### src/verilog/sspi_pkg.sv
// Package of constants for the synchronous serial port in SPI role
// Function
// - Modes 0-3: master, osc/4,/16,/64, timer/4
// - Mode 4 slave with select, 5 without
// - Modes 6,7: I2C slave 7/10-bit
// - Modes 11,14,15 firmware master; others reserved
// - Enable hands pins to port
// - SPI polarity one idles clock high
// - I2C polarity bit releases or stretches clock
// - Busy buffer write discarded, sets collision flag
// - Slave overflow sets flag, drops new byte
// - Master mode never sets overflow flag
// - I2C full buffer receive sets overflow; here I2C modes never set it
// - Eight bits shifted MSB first, full duplex
// - Eighth bit loads buffer, sets full, interrupt
// - Buffer read clears full flag
// - I2C transmit: full while transmitting
// - Data/address flag shows last byte kind; held at zero here
// - Stop flag cleared on reset, disable
// - Start flag cleared on reset, disable
// - Direction flag holds last address R/W; held at zero here
// - Address-update flag for 10-bit slave; held at zero here
// - Master drives clock; slave clock is input
// - Master buffer write starts one byte
// - Reset disables port, abandons transfer
package sspi_pkg;
  // ----------------------------------------
  // Register map
  // ----------------------------------------
  localparam logic [11:0] SSPI_ADDR_STATUS  = 12'h000;
  localparam logic [11:0] SSPI_ADDR_CONTROL = 12'h004;
  localparam logic [11:0] SSPI_ADDR_BUFFER  = 12'h008;
  localparam logic [11:0] SSPI_ADDR_SLVADR  = 12'h00c;
  localparam logic [11:0] SSPI_ADDR_I2CEVT  = 12'h010;
  localparam logic [7:0]  SSPI_CTRL_RESET   = 8'h00;
  // ----------------------------------------
  // Control and status fields
  // ----------------------------------------
  localparam int SSPI_CTL_WRITE_COLLISION_FLAG = 7;
  localparam int SSPI_CTL_OVF  = 6;
  localparam int SSPI_CTL_EN   = 5;
  localparam int SSPI_CTL_CKP  = 4;
  localparam int SSPI_ST_DA    = 5;
  localparam int SSPI_ST_STOP  = 4;
  localparam int SSPI_ST_START = 3;
  localparam int SSPI_ST_RW    = 2;
  localparam int SSPI_ST_UA    = 1;
  localparam int SSPI_ST_BF    = 0;
  // ----------------------------------------
  // Mode codes
  // ----------------------------------------
  localparam logic [3:0] SSPI_M_DIV4    = 4'h0;
  localparam logic [3:0] SSPI_M_DIV16   = 4'h1;
  localparam logic [3:0] SSPI_M_DIV64   = 4'h2;
  localparam logic [3:0] SSPI_M_TMR     = 4'h3;
  localparam logic [3:0] SSPI_M_SLV_SS  = 4'h4;
  localparam logic [3:0] SSPI_M_SLV     = 4'h5;
  localparam logic [3:0] SSPI_M_I2C7    = 4'h6;
  localparam logic [3:0] SSPI_M_I2C10   = 4'h7;
  localparam logic [3:0] SSPI_M_FWM     = 4'hb;
  localparam logic [3:0] SSPI_M_FWM7    = 4'he;
  localparam logic [3:0] SSPI_M_FWM10   = 4'hf;
  // ----------------------------------------
  // Timing: bit rate divisors in core cycles
  // ----------------------------------------
  localparam logic [6:0] SSPI_DIV4  = 7'h04;
  localparam logic [6:0] SSPI_DIV16 = 7'h10;
  localparam logic [6:0] SSPI_DIV64 = 7'h40;
  localparam logic [3:0] SSPI_BITS  = 4'h8;
  typedef enum logic [1:0] {SSPI_IDLE, SSPI_LEAD, SSPI_TRAIL} sspi_state_t;
endpackage

### src/verilog/sspi_port.sv
// Synchronous serial port, SPI role, with APB registers
`timescale 1ns/1ps
module sspi_port
  import sspi_pkg::*;
#(
  parameter int DATA_BITS = 8
)
(
  input  wire logic        clk,
  input  wire logic        reset,
  input  wire logic        psel,
  input  wire logic        penable,
  input  wire logic        pwrite,
  input  wire logic [11:0] paddr,
  input  wire logic [31:0] pwdata,
  output logic [31:0]      prdata,
  output logic             pready,
  output logic             pslverr,
  input  wire logic        timerTwoOutput,
  input  wire logic        serialClockIn,
  output logic             serialClockOut,
  output logic             serialClockOe,
  output logic             serialOutPin,
  output logic             serialOutOe,
  input  wire logic        serialInPin,
  input  wire logic        slaveSelectN,
  output logic             portPinsOwned,
  output logic             i2cClockHoldLow,
  output logic             portInterruptFlag
);
  logic [7:0]          control_reg;
  logic [7:0]          control_next;
  logic [DATA_BITS-1:0] shiftRegister_reg;
  logic [DATA_BITS-1:0] rxTxBuffer_reg;
  logic [7:0]          slaveAddress_reg;
  logic [3:0]          bitCount_reg;
  logic                bufferFull_reg;
  logic                intFlag_reg;
  logic                dataAddr_reg;
  logic                stopSeen_reg;
  logic                startSeen_reg;
  logic                readWrite_reg;
  logic                addrUpdate_reg;
  logic                sclkPrev_reg;
  logic                sclkOut_reg;
  logic                sampledIn_reg;
  sspi_state_t         state_reg;
  wire                 wrStatus;
  wire                 wrControl;
  wire                 wrBuffer;
  wire                 wrSlvAdr;
  wire                 rdBuffer;
  wire                 rdEvent;
  wire                 halfTick;
  wire [3:0]           mode;
  wire                 portEnable;
  wire                 clockPolarity;
  wire                 isMaster;
  wire                 isSlave;
  wire                 isI2c;
  wire                 slaveSelected;
  wire                 busy;
  wire                 lostWrite;
  wire                 leadEdge;
  wire                 trailEdge;
  wire                 sampleEdge;
  wire                 shiftEdge;
  wire                 byteDone;
  wire                 overflow;
  wire [7:0]           statusValue;
  wire                 sclkIdle;
  wire                 sclkRise;
  wire                 sclkFall;

  // ----------------------------------------
  // Register bus
  // ----------------------------------------
  sspi_apb sspi_apb_inst (
    .psel      (psel),
    .penable   (penable),
    .pwrite    (pwrite),
    .paddr     (paddr),
    .pready    (pready),
    .pslverr   (pslverr),
    .wrStatus  (wrStatus),
    .wrControl (wrControl),
    .wrBuffer  (wrBuffer),
    .wrSlvAdr  (wrSlvAdr),
    .rdBuffer  (rdBuffer),
    .rdEvent   (rdEvent)
  );

  // ----------------------------------------
  // Mode decode
  // ----------------------------------------
  assign mode          = control_reg[3:0];
  assign portEnable    = control_reg[SSPI_CTL_EN];
  assign clockPolarity = control_reg[SSPI_CTL_CKP];
  assign isMaster      = portEnable && (mode <= SSPI_M_TMR);
  // slave codes, select honoured only in mode 4
  assign isSlave       = portEnable && ((mode == SSPI_M_SLV_SS) || (mode == SSPI_M_SLV));
  assign slaveSelected = (mode == SSPI_M_SLV) || !slaveSelectN;
  assign isI2c         = portEnable && ((mode == SSPI_M_I2C7) || (mode == SSPI_M_I2C10) ||
                         (mode == SSPI_M_FWM) || (mode == SSPI_M_FWM7) || (mode == SSPI_M_FWM10));
  assign busy          = (isMaster && (state_reg != SSPI_IDLE)) || (isSlave && (bitCount_reg != 4'h0));
  assign lostWrite     = wrBuffer && busy;

  // ----------------------------------------
  // Master clock generation
  // ----------------------------------------
  sspi_clkdiv sspi_clkdiv_inst (
    .clk       (clk),
    .reset     (reset),
    .run       (isMaster && (state_reg != SSPI_IDLE)),
    .mode      (mode),
    .timerTick (timerTwoOutput),
    .halfTick  (halfTick)
  );

  // ----------------------------------------
  // Edge detection: sample on leading, shift on trailing
  // ----------------------------------------
  assign sclkRise   = serialClockIn && !sclkPrev_reg;
  assign sclkFall   = !serialClockIn && sclkPrev_reg;
  assign leadEdge   = isMaster ? (halfTick && (state_reg == SSPI_LEAD)) :
                      (isSlave && slaveSelected && (clockPolarity ? sclkFall : sclkRise));
  assign trailEdge  = isMaster ? (halfTick && (state_reg == SSPI_TRAIL)) :
                      (isSlave && slaveSelected && (clockPolarity ? sclkRise : sclkFall));
  assign sampleEdge = leadEdge;
  assign shiftEdge  = trailEdge;
  assign byteDone   = sampleEdge && (bitCount_reg == (SSPI_BITS - 4'h1));
  assign overflow   = byteDone && isSlave && bufferFull_reg;
  assign sclkIdle   = clockPolarity;

  // ----------------------------------------
  // Control register
  // ----------------------------------------
  always_comb begin
    control_next = control_reg;
    if (wrControl) begin
      control_next = pwdata[7:0];
    end
    if (lostWrite) begin
      control_next[SSPI_CTL_WRITE_COLLISION_FLAG] = 1'b1;
    end
    if (overflow || (isI2c && 1'b0)) begin
      control_next[SSPI_CTL_OVF] = 1'b1;
    end
  end

  always_ff @(posedge clk) begin
    if (reset) begin
      control_reg <= SSPI_CTRL_RESET;
    end else begin
      control_reg <= control_next;
    end
  end

  // ----------------------------------------
  // Master sequencer
  // ----------------------------------------
  always_ff @(posedge clk) begin
    if (reset || !isMaster) begin
      state_reg   <= SSPI_IDLE;
      sclkOut_reg <= 1'b0;
    end else begin
      case (state_reg)
        SSPI_IDLE: begin
          sclkOut_reg <= sclkIdle;
          if (wrBuffer) begin
            state_reg <= SSPI_LEAD;
          end
        end
        SSPI_LEAD: begin
          if (halfTick) begin
            sclkOut_reg <= !sclkIdle;
            state_reg   <= SSPI_TRAIL;
          end
        end
        SSPI_TRAIL: begin
          if (halfTick) begin
            sclkOut_reg <= sclkIdle;
            state_reg   <= (bitCount_reg == 4'h0) ? SSPI_IDLE : SSPI_LEAD;
          end
        end
        default: state_reg <= SSPI_IDLE;
      endcase
    end
  end

  // ----------------------------------------
  // Shift path
  // ----------------------------------------
  always_ff @(posedge clk) begin
    if (reset) begin
      shiftRegister_reg <= '0;
      bitCount_reg      <= 4'h0;
      sampledIn_reg     <= 1'b0;
      sclkPrev_reg      <= 1'b0;
    end else begin
      sclkPrev_reg <= serialClockIn;
      if (!portEnable) begin
        bitCount_reg <= 4'h0;
      end else if (wrBuffer && !busy) begin
        shiftRegister_reg <= pwdata[DATA_BITS-1:0];
      end else begin
        // MSB first, in and out together
        if (sampleEdge) begin
          sampledIn_reg <= serialInPin;
          bitCount_reg  <= byteDone ? 4'h0 : bitCount_reg + 4'h1;
        end
        // Data out only moves on trailing edges, so it holds while sampled
        if (shiftEdge) begin
          shiftRegister_reg <= {shiftRegister_reg[DATA_BITS-2:0], sampledIn_reg};
        end
      end
    end
  end

  // ----------------------------------------
  // Receive buffer and flags
  // ----------------------------------------
  always_ff @(posedge clk) begin
    if (reset) begin
      rxTxBuffer_reg <= '0;
      bufferFull_reg <= 1'b0;
      intFlag_reg    <= 1'b0;
    end else begin
      if (rdEvent) begin
        intFlag_reg <= 1'b0;
      end
      if (rdBuffer) begin
        bufferFull_reg <= 1'b0;
      end
      if (byteDone) begin
        intFlag_reg <= 1'b1;
        if (!overflow) begin
          rxTxBuffer_reg <= {shiftRegister_reg[DATA_BITS-2:0], serialInPin};
          bufferFull_reg <= 1'b1;
        end
      end
      if (isI2c && wrBuffer) begin
        rxTxBuffer_reg <= pwdata[DATA_BITS-1:0];
        bufferFull_reg <= 1'b1;
      end
    end
  end

  // ----------------------------------------
  // I2C status bits, engine not present
  // ----------------------------------------
  always_ff @(posedge clk) begin
    if (reset || !portEnable) begin
      stopSeen_reg     <= 1'b0;
      startSeen_reg    <= 1'b0;
      dataAddr_reg     <= 1'b0;
      readWrite_reg    <= 1'b0;
      addrUpdate_reg   <= 1'b0;
      slaveAddress_reg <= 8'h00;
    end else if (wrSlvAdr) begin
      slaveAddress_reg <= pwdata[7:0];
      addrUpdate_reg   <= 1'b0;
    end
  end

  assign statusValue = {2'b00, dataAddr_reg, stopSeen_reg, startSeen_reg,
                        readWrite_reg, addrUpdate_reg, bufferFull_reg};

  // ----------------------------------------
  // Read data and pins
  // ----------------------------------------
  always_ff @(posedge clk) begin
    if (reset) begin
      prdata <= 32'h00000000;
    end else if (psel && !penable && !pwrite) begin
      case (paddr)
        SSPI_ADDR_STATUS:  prdata <= {24'h000000, statusValue};
        SSPI_ADDR_CONTROL: prdata <= {24'h000000, control_reg};
        SSPI_ADDR_BUFFER:  prdata <= {{(32-DATA_BITS){1'b0}}, rxTxBuffer_reg};
        SSPI_ADDR_SLVADR:  prdata <= {24'h000000, slaveAddress_reg};
        SSPI_ADDR_I2CEVT:  prdata <= {31'h00000000, intFlag_reg};
        default:           prdata <= 32'h00000000;
      endcase
    end
  end

  assign portPinsOwned     = portEnable;
  assign serialClockOut    = (isMaster && (state_reg != SSPI_IDLE)) ? sclkOut_reg : sclkIdle;
  assign serialClockOe     = isMaster;
  assign serialOutPin      = shiftRegister_reg[DATA_BITS-1];
  assign serialOutOe       = isMaster || (isSlave && slaveSelected);
  assign i2cClockHoldLow   = isI2c && !clockPolarity;
  assign portInterruptFlag = intFlag_reg;
endmodule

### src/verilog/sspi_clkdiv.sv
// Bit-rate enable generator for master mode
`timescale 1ns/1ps
module sspi_clkdiv
  import sspi_pkg::*;
(
  input  wire logic       clk,
  input  wire logic       reset,
  input  wire logic       run,
  input  wire logic [3:0] mode,
  input  wire logic       timerTick,
  output logic            halfTick
);
  logic [6:0] count_reg;
  logic       timerHalf_reg;
  wire  [6:0] period;
  wire        countDone;

  // ----------------------------------------
  // Clock select
  // ----------------------------------------
  // rate selection
  assign period    = (mode == SSPI_M_DIV4)  ? SSPI_DIV4 :
                     (mode == SSPI_M_DIV16) ? SSPI_DIV16 : SSPI_DIV64;
  assign countDone = (count_reg == ((period >> 1) - 7'h01));
  // Half period elapsed: one edge of the serial clock
  assign halfTick  = run && ((mode == SSPI_M_TMR) ? (timerTick && timerHalf_reg) : countDone);

  always_ff @(posedge clk) begin
    if (reset || !run) begin
      count_reg     <= 7'h00;
      timerHalf_reg <= 1'b0;
    end else begin
      count_reg <= countDone ? 7'h00 : count_reg + 7'h01;
      if (timerTick) begin
        timerHalf_reg <= !timerHalf_reg;
      end
    end
  end
endmodule

### src/verilog/sspi_apb.sv
// APB slave decode for the serial port registers
`timescale 1ns/1ps
module sspi_apb
  import sspi_pkg::*;
(
  input  wire logic        psel,
  input  wire logic        penable,
  input  wire logic        pwrite,
  input  wire logic [11:0] paddr,
  output logic             pready,
  output logic             pslverr,
  output logic             wrStatus,
  output logic             wrControl,
  output logic             wrBuffer,
  output logic             wrSlvAdr,
  output logic             rdBuffer,
  output logic             rdEvent
);
  wire access;
  wire mapped;

  assign access    = psel && penable;
  assign mapped    = (paddr == SSPI_ADDR_STATUS) || (paddr == SSPI_ADDR_CONTROL) ||
                     (paddr == SSPI_ADDR_BUFFER) || (paddr == SSPI_ADDR_SLVADR) ||
                     (paddr == SSPI_ADDR_I2CEVT);
  assign pready    = 1'b1;
  assign pslverr   = access && !mapped;
  assign wrStatus  = 1'b0;
  assign wrControl = access && pwrite && (paddr == SSPI_ADDR_CONTROL);
  assign wrBuffer  = access && pwrite && (paddr == SSPI_ADDR_BUFFER);
  assign wrSlvAdr  = access && pwrite && (paddr == SSPI_ADDR_SLVADR);
  assign rdBuffer  = access && !pwrite && (paddr == SSPI_ADDR_BUFFER);
  assign rdEvent   = access && !pwrite && (paddr == SSPI_ADDR_I2CEVT);
endmodule

### config.mk
export PLATFORM = sky130hd
export DESIGN_NAME = sspi_port
export DESIGN_NICKNAME = d
export VERILOG_FILES = /design/src/verilog/sspi_pkg.sv /design/src/verilog/sspi_port.sv /design/src/verilog/sspi_clkdiv.sv /design/src/verilog/sspi_apb.sv
export SDC_FILE = /design/constraint.sdc
export NUM_CORES = 1
export LEC_CHECK = 0
export CORE_MARGIN = 1
export CORE_UTILIZATION = 50
export CTS_BUF_LIST = sky130_fd_sc_hd__clkbuf_4
export CTS_CLUSTER_SIZE = 30
export DETAILED_ROUTE_END_ITERATION = 10
export DONT_BUFFER_PORTS = 1
export PLACE_DENSITY = 0.74
export REMOVE_ABC_BUFFERS = 1
export SYNTH_ARGS = -nofsm -noshare
export SYNTH_HDL_FRONTEND = slang
export SYNTH_SLANG_ARGS = --single-unit
### constraint.sdc
create_clock -name clk -period 6.8 [get_ports clk]
set_clock_uncertainty 0.05 [all_clocks]
set_input_delay 1.36 -clock clk [delete_from_list [all_inputs] [get_ports clk]]
set_output_delay 1.36 -clock clk [all_outputs]
set_load 0.02 [all_outputs]
==> results of run 1 <==
## area by class of cell
type	count	area share
multi-input combinational	290	0.562
sequential	59	0.364
clock buffer	9	0.0208
inverter	6	0.00693
clock inverter	6	0.0177
tap	75	0.0289
## how the worst max path moves through the flow
stage             start  cells past startpoint  endpoint  slack [ps]
2_1_floorplan  paddr[7]                      3   pslverr        3230
3_3_place_gp   paddr[7]                      3   pslverr        3150
3_5_place_dp   paddr[7]                      3   pslverr        3110
4_1_cts        paddr[7]                      3   pslverr        3100
5_1_grt        paddr[7]                      3   pslverr        2980
6_report       paddr[7]                      3   pslverr        3100
## routing by layer
| layer | up-vias | wire [µm] |
|---|---|---|
| li1 | 1225 | - |
| met1 | 1141 | 3140 |
| met2 | 98 | 2910 |
| met3 | 7 | 452 |
| met4 | 0 | 96 |
| met5 | - | 0 |
## power by group through the flow
stage / Combinational (W) / Clock, W / Sequential [W]
6_report: 0.0000220 / 0.000238 / 0.000346
5_1_grt: 0.0000247 / 0.000255 / 0.000346
4_1_cts: 0.0000219 / 0.000241 / 0.000346
3_5_place_dp: 0.0000218 / 0 / 0.000354
3_3_place_gp: 0.0000216 / 0 / 0.000354
2_1_floorplan: 0.0000204 / 0 / 0.000354
## critical path: cells and delay by family
family	cells	cell delay (ps)
AOI/OAI and AO/OA	1	200
and+or+nand+nor	2	720
## placed cells by master, fill, tap and decap left out, types with 8 or more instances in the layout
master / instances
nand2_1: 28
conb_1: 25
mux2i_1: 45
o21ai_0: 23
nand2b_1: 8
nor2_1: 58
a21oi_1: 19
nor3_1: 8
dfxtp_1: 59
mux2_2: 9
clkbuf_4: 9
## metrics by stage
stage | worst slack, ps | std cells | hold WS [ps] | power, W | util
3_5_place_dp | 3110 | 430 | 435 | 0.000376 | 0.515
2_1_floorplan | 3230 | 355 | 406 | 0.000374 | -
5_1_grt | 2980 | 445 | 473 | 0.000626 | 0.536
4_1_cts | 3100 | 445 | 460 | 0.000609 | 0.536
3_3_place_gp | 3150 | 430 | 422 | 0.000375 | 0.515
6_report | 3100 | 445 | 454 | 0.000606 | 0.536
## cell families (layout without fill, tap and decap cells)
kind of cell	count (synthesis)	after routing	synth area share
muxes	54	54	0.172
other	2	25	0.00234
AOI/OAI and AO/OA	55	55	0.105
buffers and inverters	48	21	0.0886
and+or+nand+nor	144	144	0.226
DFF	59	59	0.369
xor gates and xnor gates	8	8	0.0219
adders and majority gates	4	4	0.0148
==> flow_summary.ini, run 1 <==
[clock_network]
cts_hold_buffers = 0
cts.repair.resized = 0
root_buffer = clkbuf_4
cts_buffers = 9
htree_levels = 3
cts.reportedPaths.clkPinSlew_ps = 100
postCtsSetupRepairBufs = 0
clk_latency_ps = 390
cts_tree = built
cts_sinks = 59
cts_max_path_buffers = 2

[sta]
fin_crit_sh = 0.544
layout_min_cycle_time_ps = 3700
setup_violations = 0
timing_hold_violations_final = 0
worst_pin_slew_ps = 880
slew_headroom = 0.409
maxSlewViolCount = 0
fin_tns_setup_ps = 0
fmax_ghz = 0.270
rsz0062_at_grt = no

[synth]
synth.distinct_cells = 49
ys.flop_type = dfxtp_1
synth_seq_cells = 59
synth_seq_area_share = 0.369
synth.most_common_cell = dfxtp_1
syn_inst = 374
synthArstFlopShare = 0
ys_warn_count = 0
synthTopCellsByCount = dfxtp_1 (59), nor2_1 (58), mux2i_1 (45)
synth_area_per_cell_um2 = 8.57
synth_top_area_frac = 0.369
synth_area_leaders = dfxtp_1 (37%), mux2i_1 (14%), nor2_1 (6.8%)
yosysTopAreaCell = dfxtp_1
synth_edf_count = 0
synth_area_mm2 = 0.00320

[power]
comb_power_share = 0.036
ir_worst_vdd_mv = 0.136
pwr-share-seq = 0.571
swShare = 0.244
clockPowerShare = 0.393
cellPowerDensity_mw_per_mm2 = 187
p_leak_nw = 1.23
p_int_w = 0.000458
switching_power_w = 0.000148

[die]
start_util = 0.529
coreArea_mm2 = 0.00606
io_pins = 94
die_y_um = 82.1
die_w_um = 82.1
design.die.area_mm2 = 0.00673
row_count = 28

[setup_path]
crit_path_max_fanout = 5
end_kind = output pin
cp-start-kind = input pin
worstSetupPathType = input pin to output pin
crit_arrival_ps = 2290
r2r-start = control_reg[5]$_SDFFE_PP0P_
r2r_slack_ps = 3900
r2r-end = bitCount_reg[3]$_SDFFE_PP0P_
crit_chain = nor4_1 -> and3_1 -> a21oi_1
slowest_delay_ps = 390
crit_path_top_delay_cell = nor4_1
critPathRequiredTime_ps = 5390
r2r_cells = 7

[route]
routed_via_density = 5.55
vias = 2471
ant_nets = 0
totalWireLength_um = 6600
drc = 0
drt_iter0_drc = 139
dr.pass1.iters = 5
wl_per_cell_um = 14.8

[global_routing]
grtUsageTotal = 0.213
grt_use_met3 = 0.0489
grt_pass1_vias = 2308
top_usage_layer = met2
antenna_found_initial = 0
grtUsageMet1 = 0.282
grt_pass1_wl_um = 10800
grt_remaining_overflow = 0
grt_max_degree = 29
gr-usage-met2 = 0.326

[finish]
nFillCells = 559
drive_above_1_share = 0.0838
area_growth_syn_to_layout_pct = 1.37
multi_input_area_mm2 = 0.00183
insertedDiodeCount = 0
fin_nets = 422
register_area_mm2 = 0.00118
postLayoutCellArea_mm2 = 0.00325

[min_path]
hold_class = register to register
hold_depth = 2
worst_hold_path.endpoint = slaveAddress_reg[1]$_SDFFE_PP0P_
hp-start = slaveAddress_reg[1]$_SDFFE_PP0P_

[placement]
globalplace.congestion = 0.798
placement.io_buffers = 0
placed_area_mm2 = 0.00312
dp_hpwl_um = 4820

[job]
maxCapViolCount = 0

[status]
status = completed
No activity file was read; power rests on OpenSTA's default activity.
==> run 2, diff against run 1 <==
PLACE_DENSITY = 0.77   (was 0.74)
clock period = 3.1 ns   (was 6.8 ns; I/O delays follow)
==> run 2 against run 1 <==
Effect of this change: non-clock buffer count is 5 higher; power increased by 120%; worst setup slack got worse by 2700 ps; first-iteration DRC count is 12% higher; sequential power rose by 120%; critical endpoint is now serialClockOut; largest power group unchanged; clock power increased by 120%.
==> flow_summary.ini, run 2 (synthesis gave the netlist of run 1 again) <==
[clock_network]
htree_levels = 3
cts_sinks = 59
cts.reportedPaths.clkPinSlew_ps = 110
clk_latency_ps = 400
cts_hold_buffers = 0
root_buffer = clkbuf_4
cts_tree = built
postCtsSetupRepairBufs = 0
cts_buffers = 9
cts.repair.resized = 0
cts_max_path_buffers = 2

[sta]
hold-worst-slack_ps = 226
rsz0062_at_grt = no
timing_hold_violations_final = 0
fin_tns_setup_ps = 0
maxSlewViolCount = 0
layout_min_cycle_time_ps = 2660
fmax_ghz = 0.375
setup_ws_ps = 436
fin_crit_sh = 0.859
slew_headroom = 0.483
setup_violations = 0
worst_pin_slew_ps = 769

[finish]
final_common_cell = dfxtp_1
drive_above_1_share = 0.0960
fin_nets = 427
insertedDiodeCount = 0
area_growth_syn_to_layout_pct = 2.54
mostFrequentLayoutCells = dfxtp_1 (59), nor2_1 (58), mux2i_1 (45)
nFillCells = 550

[route]
ant_nets = 0
drt_iter0_drc = 156
dr.pass1.iters = 4
totalWireLength_um = 6790
drc = 0
routed_via_density = 5.61
vias = 2526
wl_per_cell_um = 15.1

[die]
coreArea_mm2 = 0.00606
start_util = 0.529
row_count = 28
die_w_um = 82.1
die_y_um = 82.1
io_pins = 94
design.die.area_mm2 = 0.00673

[setup_path]
crit_arrival_ps = 1990
critPathRequiredTime_ps = 2430
cp-start-kind = register
worstSetupPathType = register to output pin
r2r_slack_ps = 630
r2r-start = control_reg[2]$_SDFFE_PP0P_
r2r-end = shiftRegister_reg[4]$_SDFFE_PP0P_
end_kind = output pin
r2r_cells = 7
crit_path_max_fanout = 11

[power]
p_leak_nw = 1.26
ir_worst_vdd_mv = 0.267
cellPowerDensity_mw_per_mm2 = 405

[global_routing]
grt_use_met3 = 0.0444
grt_max_degree = 29
grt_pass1_wl_um = 10700
antenna_found_initial = 0
grt_remaining_overflow = 0
top_usage_layer = met2
gr-usage-met2 = 0.349
grtUsageTotal = 0.215
grtUsageMet1 = 0.264
grt_pass1_vias = 2311

[min_path]
hold_depth = 1
hold_class = input pin to register
worst_hold_path.endpoint = control_reg[7]$_SDFFE_PP0P_
hp-start = reset

[placement]
globalplace.congestion = 0.811
placement.io_buffers = 0
dp_hpwl_um = 5020
place_ws_ps = 429

[status]
status = completed

[job]
maxCapViolCount = 0
[run 2: changes by cell type in the layout (fill, tap and decap cells not counted)]
cell   before  now
buf_4       0    5
[run 2: critical path, stage by stage, from the launching register on]
cell     delay, ps
dfxtp_1        430
or3b_1         510
nor2_1         230
mux2_2         420
[run 2: per-layer routing]
layer / vias to the layer above / part of all wire
met4: 0 / 0.022
li1: 1238 / -
met2: 103 / 0.47
met1: 1173 / 0.44
met3: 12 / 0.064
met5: - / 0
[run 2: worst max path at each step]
| stage | startpoint | end | cells past startpoint |
|---|---|---|---|
| finish | control_reg[2]$_SDFFE_PP0P_ | serialClockOut | 3 |
| global route | control_reg[2]$_SDFFE_PP0P_ | serialClockOut | 3 |
| CTS | control_reg[2]$_SDFFE_PP0P_ | serialClockOut | 3 |
| detailed placement | paddr[7] | slaveAddress_reg[5]$_SDFFE_PP0P_ | 6 |
| global placement | paddr[7] | slaveAddress_reg[1]$_SDFFE_PP0P_ | 6 |
| floorplan | paddr[7] | control_reg[6]$_SDFFE_PP0P_ | 6 |
[run 2: cell type report]
class / instances / area [µm²] / area share
sequential: 59 / 1180 / 0.359
tap: 75 / 93.8 / 0.0286
inverter: 6 / 22.5 / 0.00685
clock inverter: 6 / 57.6 / 0.0175
clock buffer: 9 / 67.6 / 0.0206
multi-input combinational: 290 / 1830 / 0.556
timing repair buffer: 5 / 37.5 / 0.0114
[run 2: power breakdown]
| part | internal, W | leakage, nW | total (W) | switching (W) |
|---|---|---|---|---|
| sequential | 0.000758 | 0.475 | 0.000758 | 0.000000416 |
| clock | 0.000236 | 0.0730 | 0.000523 | 0.000287 |
| combinational | 0.0000100 | 0.714 | 0.0000487 | 0.0000387 |
| total | 0.00100 | 1.26 | 0.00133 | 0.000326 |
[run 2: through the flow]
stage               cells  total power [W]   util  cell area [µm²]
floorplan             355         0.000821      -             3030
global placement      435         0.000824  0.521             3160
detailed placement    435         0.000824  0.521             3160
CTS                   450          0.00134  0.542             3290
global route          450          0.00137  0.542             3290
finish                450          0.00133  0.542             3290
